`src/include/srg_pkg.sv`:
```
// Constants and types shared by the system reset generator.
package srg_pkg;
    localparam int unsigned SRG_CLK_HZ = 40_000_000;
    localparam int unsigned SRG_STRETCH_US = 40;
    // Least time in whole cycles, from the clock taken in whole MHz (truncated, not rounded up).
    localparam int unsigned SRG_STRETCH_CYC = (SRG_STRETCH_US * (SRG_CLK_HZ / 1_000_000) * 1 + 0);
    localparam int unsigned SRG_CNT_W = 11;
    localparam logic [SRG_CNT_W-1:0] SRG_CNT_RST = 11'h000;
    localparam logic [31:0] SRG_RESET_VECTOR_ADDR = 32'h0000_0004;
    localparam int unsigned SRG_NSRC = 7;
    localparam logic [SRG_NSRC-1:0] SRG_CAUSE_RST = 7'h00;
    // Power-on is a power reset, so only the power flag (bit four below) starts set.
    localparam logic [SRG_NSRC-1:0] SRG_CAUSE_POR = 7'h10;
    localparam logic [31:0] SRG_VECTOR_RST = 32'h0000_0000;

    // One bit per reset source, as held in the reset cause register.
    typedef struct packed {
        logic low_power;
        logic software;
        logic power;
        logic indep_wdg;
        logic window_wdg;
        logic option_load;
        logic ext_pin;
    } srg_cause_s;

    typedef enum logic [2:0] {
        SRG_POWER = 3'b001,
        SRG_HOLD = 3'b010,
        SRG_RUN = 3'b100
    } srg_state_e;
endpackage

```
`src/rtl/srg_system_reset_generator.sv`:
```
// System reset generator: source collection, pin stretching and cause flags.
`timescale 1ns/1ps
// Functional notes
// - System reset clears all except cause flags.
// - One sticky cause flag per source.
// - Seven listed sources raise system reset.
// - Software request bit forces full reset.
// - Internal sources except power drive pin low.
// - Core fetches handler from address four.
// - Pin pulse stretched to 40 us minimum.
// - Pin pulled low externally causes reset.
// - Power reset from power-down or brown-out detector.
// - Supply below power-down threshold raises reset.
// - Brown-out enabled holds reset until threshold.
// - Brown-out off by default, option enables.
// - Operation only once supply reaches 2.5 V.
module srg_system_reset_generator (
    input wire logic clk, // System clock, 40 MHz.
    input wire logic rstn, // Power-domain master reset, active low.
    input wire logic ext_reset_pin_n_in, // Level seen on the external reset pin.
    output logic ext_reset_pin_n_out, // Pin drive value, always low.
    output logic ext_reset_pin_n_oe, // High while driving the pin low.
    input wire logic power_down_detector_ok, // High while supply above power-down threshold.
    input wire logic brownout_detector_ok, // High while supply above brownout_threshold.
    input wire logic brownout_enable, // Option byte brown-out enable.
    input wire logic option_load_reset, // Option load reset request.
    input wire logic window_watchdog, // Window watchdog expiry.
    input wire logic independent_watchdog, // Independent watchdog expiry.
    input wire logic core_sw_reset_request, // Core software reset request bit.
    input wire logic low_power_reset, // Low-power management reset request.
    input wire logic cause_clear, // Clears the cause flags.
    output srg_pkg::srg_cause_s reset_cause_register, // Cause of the most recent resets.
    output logic sys_reset_n, // System reset to the rest of the chip, active low.
    output logic [31:0] boot_vector_addr // Address of the reset handler vector.
);
    import srg_pkg::*;

    ////////////////////////////////////////////////////////////////////////////
    logic pin_meta_reg, pin_sync_reg;
    logic pdr_meta_reg, pdr_sync_reg;
    logic bor_meta_reg, bor_sync_reg;
    logic bor_en_reg;
    srg_state_e state_reg;
    logic [SRG_CNT_W-1:0] cnt_reg;
    logic power_bad, internal_req, pin_low;
    srg_cause_s hit;

    // Analogue and pin levels come from outside the clock domain.
    always_ff @(posedge clk or negedge rstn) begin
        if (!rstn) begin
            pin_meta_reg <= 1'b1;
            pin_sync_reg <= 1'b1;
            pdr_meta_reg <= 1'b0;
            pdr_sync_reg <= 1'b0;
            bor_meta_reg <= 1'b0;
            bor_sync_reg <= 1'b0;
        end else begin
            pin_meta_reg <= ext_reset_pin_n_in;
            pin_sync_reg <= pin_meta_reg;
            pdr_meta_reg <= power_down_detector_ok;
            pdr_sync_reg <= pdr_meta_reg;
            bor_meta_reg <= brownout_detector_ok;
            bor_sync_reg <= bor_meta_reg;
        end
    end

    // Option bit is latched while held in power reset; it defaults to off.
    always_ff @(posedge clk or negedge rstn) begin
        if (!rstn) begin
            bor_en_reg <= 1'b0;
        end else if (state_reg == SRG_POWER) begin
            bor_en_reg <= brownout_enable;
        end
    end

    // Brown-out only supervises when enabled; otherwise power-down detector alone.
    assign power_bad = !pdr_sync_reg || (bor_en_reg && !bor_sync_reg);
    assign pin_low = !pin_sync_reg;
    assign internal_req = option_load_reset || window_watchdog || independent_watchdog
        || core_sw_reset_request || low_power_reset;

    ////////////////////////////////////////////////////////////////////////////
    always_ff @(posedge clk or negedge rstn) begin
        if (!rstn) begin
            state_reg <= SRG_POWER;
            cnt_reg <= SRG_CNT_RST;
        end else begin
            case (state_reg)
                SRG_POWER: begin
                    cnt_reg <= SRG_CNT_RST;
                    if (!power_bad) begin
                        state_reg <= SRG_RUN;
                    end
                end
                SRG_HOLD: begin
                    if (power_bad) begin
                        state_reg <= SRG_POWER;
                    end else if (cnt_reg < SRG_CNT_W'(SRG_STRETCH_CYC - 1)) begin
                        cnt_reg <= cnt_reg + 1'b1;
                    end else if (!internal_req && !pin_low) begin
                        state_reg <= SRG_RUN;
                    end
                end
                SRG_RUN: begin
                    cnt_reg <= SRG_CNT_RST;
                    if (power_bad) begin
                        state_reg <= SRG_POWER;
                    end else if (internal_req || pin_low) begin
                        state_reg <= SRG_HOLD;
                    end
                end
                default: begin
                    state_reg <= SRG_POWER;
                end
            endcase
        end
    end

    // Pin is driven by the stretcher only; power reset does not reach it.
    always_ff @(posedge clk or negedge rstn) begin
        if (!rstn) begin
            ext_reset_pin_n_oe <= 1'b0;
            ext_reset_pin_n_out <= 1'b0;
        end else begin
            ext_reset_pin_n_oe <= (state_reg == SRG_RUN && internal_req && !power_bad)
                || (state_reg == SRG_HOLD && !power_bad
                && (cnt_reg < SRG_CNT_W'(SRG_STRETCH_CYC - 1) || internal_req));
            ext_reset_pin_n_out <= 1'b0;
        end
    end

    // Release happens on a clock edge, so downstream logic leaves reset cleanly.
    always_ff @(posedge clk or negedge rstn) begin
        if (!rstn) begin
            sys_reset_n <= 1'b0;
        end else begin
            sys_reset_n <= (state_reg == SRG_RUN) && !power_bad && !internal_req && !pin_low;
        end
    end

    always_ff @(posedge clk or negedge rstn) begin
        if (!rstn) begin
            boot_vector_addr <= SRG_VECTOR_RST;
        end else begin
            boot_vector_addr <= SRG_RESET_VECTOR_ADDR;
        end
    end

    ////////////////////////////////////////////////////////////////////////////
    // Flags live on the master reset only; a system reset never clears them.
    assign hit = '{low_power: low_power_reset, software: core_sw_reset_request, power: power_bad,
        indep_wdg: independent_watchdog, window_wdg: window_watchdog,
        option_load: option_load_reset, ext_pin: pin_low && state_reg == SRG_RUN && !internal_req};

    always_ff @(posedge clk or negedge rstn) begin
        if (!rstn) begin
            // Power-on is itself a power reset, so its flag starts set.
            reset_cause_register <= srg_cause_s'(SRG_CAUSE_POR);
        end else begin
            // A new event wins over a simultaneous clear.
            reset_cause_register <= (cause_clear ? srg_cause_s'(SRG_CAUSE_RST) : reset_cause_register)
                | hit;
        end
    end
endmodule

```
`config.mk`:
```
export PLATFORM = sky130hd
export DESIGN_NAME = srg_system_reset_generator
export DESIGN_NICKNAME = d
export VERILOG_FILES = /design/src/include/srg_pkg.sv /design/src/rtl/srg_system_reset_generator.sv
export SDC_FILE = /design/constraint.sdc
export NUM_CORES = 1
export LEC_CHECK = 0
export BUFFER_PORTS_ARGS = -buffer_cell sky130_fd_sc_hd__buf_2
export CAP_MARGIN = 20
export CORE_ASPECT_RATIO = 1.2
export CORE_MARGIN = 2
export CORE_UTILIZATION = 50
export DETAILED_ROUTE_END_ITERATION = 8
export GPL_ROUTABILITY_DRIVEN = 0
export PLACE_DENSITY = 0.83
export SYNTH_ARGS = -nofsm -noshare
export SYNTH_HDL_FRONTEND = slang
export SYNTH_SLANG_ARGS = --single-unit
export TNS_END_PERCENT = 100
```
`constraint.sdc`:
```
create_clock -name clk -period 3.05 [get_ports clk]
set_clock_uncertainty 0.1 [all_clocks]
set_input_delay 0.4575 -clock clk [delete_from_list [all_inputs] [get_ports clk]]
set_output_delay 0.4575 -clock clk [all_outputs]
set_load 0.02 [all_outputs]
```
==> Word level (Yosys, flattened, before mapping) <==
Cells that the tools add are included.
{ "totals": {"output_inout_bits": 42, "register_bits": 31, "wordCells": 70, "inputBits": 12} }
{ "classes": {"eq_ne": 9, "n_addsub": 1, "n_bitwise": 1, "n_reduce_logical": 28, "n_mux": 11, "order_cmp": 1} }
{ "op_table": {"columns": ["operator", "n"], "rows": [
  ["$mux 11", 2],
  ["$pmux 11 s2", 1],
  ["$mux 3", 6],
  ["$add 11x1->11 const B", 1],
  ["$logic_and 1x1->1", 11],
  ["$lt 11x11->1 const B", 1],
  ["$ne 3x3->1 const B", 3],
  ["$pmux 3 s3", 1],
  ["$logic_or 1x1->1", 8],
  ["$mux 7", 1],
  ["$or 7x7->7", 1],
  ["$ne 2x2->1 const B", 3],
  ["$logic_not 1->1", 5],
  ["$reduce_and 4->1", 1],
  ["$eq 3x1->1 const B", 1],
  ["$eq 3x2->1 const B", 1],
  ["$eq 3x3->1 const B", 1],
  ["$reduce_and 3->1", 1],
  ["$reduce_bool 2->1", 1],
  ["$reduce_or 2->1", 1]
]} }

==> Longest topological paths before layout <==
{ "logic_depth": {"ltp_word": 10, "depth_mapped": 6, "mapped_depth_nobuf": 4} }

==> Worst setup path before layout <==
OpenSTA, ideal clock, no wires.
{ "synth_timing": {"kind": "flip-flop to flip-flop", "from": "reg state_reg[2]", "to": "reg cnt_reg[6]", "stages_incl_launch_ff": 6, "period_less_slack_ns": 1.670, "t_required_ns": 2.873, "path_buffers": 1, "t_arrival_ns": 1.493, "setup_time_ns": 0.077, "path_slack_ns": 1.380, "path_cell_list": "dfrtp_1 -> buf_6 -> nor3b_4 -> nand4_2 -> or4_1 -> a21oi_1"} }
{ "synth_between": {"elab_chain_len": 4, "elab_cells_between_ends": 9, "classes_between": "5 x eq/ne; 1 x mux; 3 x reduce/logical"} }
{ "synth_lines": {"columns": ["element", "line_no", "text"], "rows": [
  ["from (decl)", "srg_system_reset_generator.sv:43", "srg_state_e state_reg;"],
  ["from (signal assigned)", "srg_system_reset_generator.sv:85", "state_reg <= SRG_POWER;"],
  ["from (signal assigned)", "srg_system_reset_generator.sv:92", "state_reg <= SRG_RUN;"],
  ["from (signal assigned)", "srg_system_reset_generator.sv:97", "state_reg <= SRG_POWER;"],
  ["$eq 3x1->1 or $eq 3x3->1 (tied branches)", "srg_system_reset_generator.sv:88", "case (state_reg)"],
  ["$reduce_or 2->1 (no source line)", null, null],
  ["$reduce_bool 2->1 (no source line)", null, null],
  ["$reduce_and 3->1 (no source line)", null, null],
  ["to (signal assigned)", "srg_system_reset_generator.sv:99", "cnt_reg <= cnt_reg + 1'b1;"],
  ["to (decl)", "srg_system_reset_generator.sv:44", "logic [SRG_CNT_W-1:0] cnt_reg;"]
]} }
Several ways; a longest one is shown, not always the timed one.
A chain may end at the register's enable or synchronous reset.

==> Worst setup path after layout <==
{ "layout_timing": {"from": "reg state_reg[2]", "to": "reg cnt_reg[9]"} }
The elaborated chain is that of the path after synthesis.

==> impl_metrics.yaml <==
status:
  outcome: "finished clean"
min_path:
  worst_hold_path_type: "in -> async"
worst_setup_path:
  cp_cell_sequence: "nor3b_4, nand3_2, or4_1, a21oi_1"
  critical_path.top_delay_family: "simple AND/OR/NAND/NOR gates"
  crit_type: "reg -> reg"
  crit_path_max_fanout: 14
  worst_path_max_delay_cell: "sky130_fd_sc_hd__or4_1"
  setup.worst_path.end_class: "register"
  timing.critical_path.arrival_ns: 2.09
  launching_element_type_of_the_critical_path: "register"
  timing.critical_path.buf_inv: 0
  slowest_delay_ns: 0.56
  worstPathRequired_ns: 3.21
cts:
  insertion_delay_ns: 0.33
  cts_tree: "built"
  number_of_buffers_inserted_to_repair_setup_after_cts: 0
  cts_hold_repair.buffers: 0
  clk_pin_slew_ns: 0.10
  ctsLongestPathBuffers: 2
  cts.sink_count: 31
  cts.htree.levels: 2
  cts_buffers: 5
  post_cts_resize_count: 0
  clock-root-buffer: "sky130_fd_sc_hd__clkbuf_4"
timing:
  final.min_clock_period_ns: 1.93
  timing.final.ws_setup_ns: 1.12
  clock.fmax_mhz: 518
  timing_max_transition_violations_final: 0
  finalSetupTns_ns: 0
  grt_setup_unrepaired: "false"
  timing.final.crit_share: 0.633
  hold_viol_final: 0
  finalSetupViolCount: 0
  worstMarginPinSlew_ns: 0.760
  timing.max_slew.rel_slack: 0.493
grt:
  gr_layer_usage_met1: 0.194
  number_of_antenna_violations_at_the_first_check_in_global_routing: 0
  use_met2: 0.240
  globalRouteOverflowTotal: 0
  grt_use_total: 0.155
  via_count_of_the_first_global_routing_pass: 974
  peak_usage_layer_in_the_global_routing_report: "met2"
  global_route_wire_length_before_repair_um: 4440
  grt.met3_usage: 0.0485
  grt_max_degree: 32
synthesis:
  synthesis.area_sq_mm: 0.00166
  synth_seq_cells: 31
  synth_edf_count: 0
  synth-warning-count: 0
  synth_top_flop_cell: "sky130_fd_sc_hd__dfrtp_1"
  syn_avg_cell_area_sq_um: 10.4
  distinct_cell_type_count_of_the_synthesized_netlist: 44
  synthesis.instances: 160
  post_synth_arst_share: 1.00
  fraction_of_the_yosys_area_taken_by_sequential_cells: 0.470
floorplanning:
  top_level_ports: 54
  dieHeight_um: 67.1
  floorplan.core_area_sq_mm: 0.00311
  rows: 22
  die_width_um: 56.6
  start_util: 0.534
  fp.dieArea_sq_mm: 0.00380
power_and_ir_drop:
  max-vdd-ir-drop_uv: 444
  leakage_power_of_the_design_uw: 0.000803
  powerDensity_mw_per_mm2: 570
placed_design:
  place_hpwl_um: 1910
  dpl_worst_slack_ns: 1.13
  buffer_ports.inserted: 21
cells_and_area:
  antenna_cells: 0
  final_net_count: 195
  highest_count_cells_in_the_layout_ignoring_fill_and_taps: "33 x sky130_fd_sc_hd__conb_1, 27 x sky130_fd_sc_hd__dfrtp_1, 21 x sky130_fd_sc_hd__buf_2"
  most_common_cell_after_layout_fill_and_taps_aside: "sky130_fd_sc_hd__conb_1"
  largest_register_ffs: 11
  final_layout_size_suffix_gt1_frac: 0.219
  syn_to_final_growth_pct: 4.37
route:
  ant_nets: 0
  post_drt_via_cell_ratio: 5.13
  drt_drc_violations_left: 0
  vias: 1124
  drt-wirelength-per-cell_um: 12.0
  first_iter_violations: 29
  total_detailed_routing_wirelength_um: 2630
  dr.pass1.iters: 4
flow_run:
  cap_violations: 0
## through the flow
stage / hold WS (ns) / instances / util / power, uW / instance area, sq um
floorplan: 0.0619 / 191 / - / 663 / 1780
global placement: 0.234 / 211 / 0.529 / 657 / 1650
detailed placement: 0.235 / 211 / 0.529 / 662 / 1650
CTS: 0.0716 / 219 / 0.557 / 998 / 1730
global route: 0.0864 / 219 / 0.557 / 1050 / 1730
finish: 0.0437 / 219 / 0.557 / 987 / 1730
## final timing paths
| path | start | end | slack, ns | cells after the start |
|---|---|---|---|---|
| setup / recovery | state_reg[2] | cnt_reg[9] | 1.12 | 4 |
| hold reg to reg | pdr_meta_reg | pdr_sync_reg | 0.25 | 0 |
| hold / removal | rstn | cnt_reg[4] | 0.04 | 1 |
| setup reg to reg | state_reg[2] | cnt_reg[9] | 1.12 | 4 |
| max in group asynchronous | rstn | bor_en_reg | 2.38 | 1 |
| min in group clk | ext_reset_pin_n_in | pin_meta_reg | 0.12 | 1 |
## Yosys cell counts (2+ instances only)
cell / number / share of area
sky130_fd_sc_hd__buf_2: 3 / 0.0090
sky130_fd_sc_hd__o21ai_1: 2 / 0.0060
sky130_fd_sc_hd__o311ai_1: 2 / 0.011
sky130_fd_sc_hd__o41ai_1: 2 / 0.011
sky130_fd_sc_hd__a21oi_1: 7 / 0.021
sky130_fd_sc_hd__dfstp_2: 4 / 0.063
sky130_fd_sc_hd__nor3_1: 2 / 0.0060
sky130_fd_sc_hd__nand3_1: 3 / 0.0090
sky130_fd_sc_hd__nor2_1: 4 / 0.0090
sky130_fd_sc_hd__a21o_1: 7 / 0.032
sky130_fd_sc_hd__dfrtp_1: 27 / 0.41
sky130_fd_sc_hd__nor4_1: 2 / 0.0075
sky130_fd_sc_hd__inv_1: 7 / 0.016
sky130_fd_sc_hd__buf_4: 32 / 0.14
sky130_fd_sc_hd__nand4_1: 6 / 0.023
sky130_fd_sc_hd__nand2_1: 7 / 0.016
sky130_fd_sc_hd__o211ai_1: 2 / 0.0090
sky130_fd_sc_hd__o31ai_1: 7 / 0.032
sky130_fd_sc_hd__and2_1: 2 / 0.0075
sky130_fd_sc_hd__or4_1: 7 / 0.032
sky130_fd_sc_hd__conb_1: 2 / 0.0045
## power breakdown
part | switching [uW] | total (uW) | internal, uW | leakage (uW)
logic | 121 | 177 | 56.0 | 0.000366
clock network | 142 | 335 | 194 | 0.0000482
registers | 32.9 | 475 | 442 | 0.000388
## cells by family after synthesis
kind of cell,share of synthesized area
muxes,0.0128
DFF,0.470
adders and majority gates,0.00753
xor gates and xnor gates,0.0106
buffers and inverters,0.185
and+or+nand+nor,0.169
other,0.00452
AOI/OAI and AO/OA,0.141
## area by class of cell
class	instances	area, sq um
fill	291	1380
sequential	31	781
multi-input combinational	116	689
timing repair buffer	21	105
clock buffer	6	51.3
tap	36	45.0
clock inverter	2	35.0
inverter	7	26.3
## layer usage
metal	up-vias	wire (um)
li1	550	-
met1	532	1130
met2	35	1280
met3	7	151
met4	0	60
met5	-	0
Power figures use the tool's default switching activity.
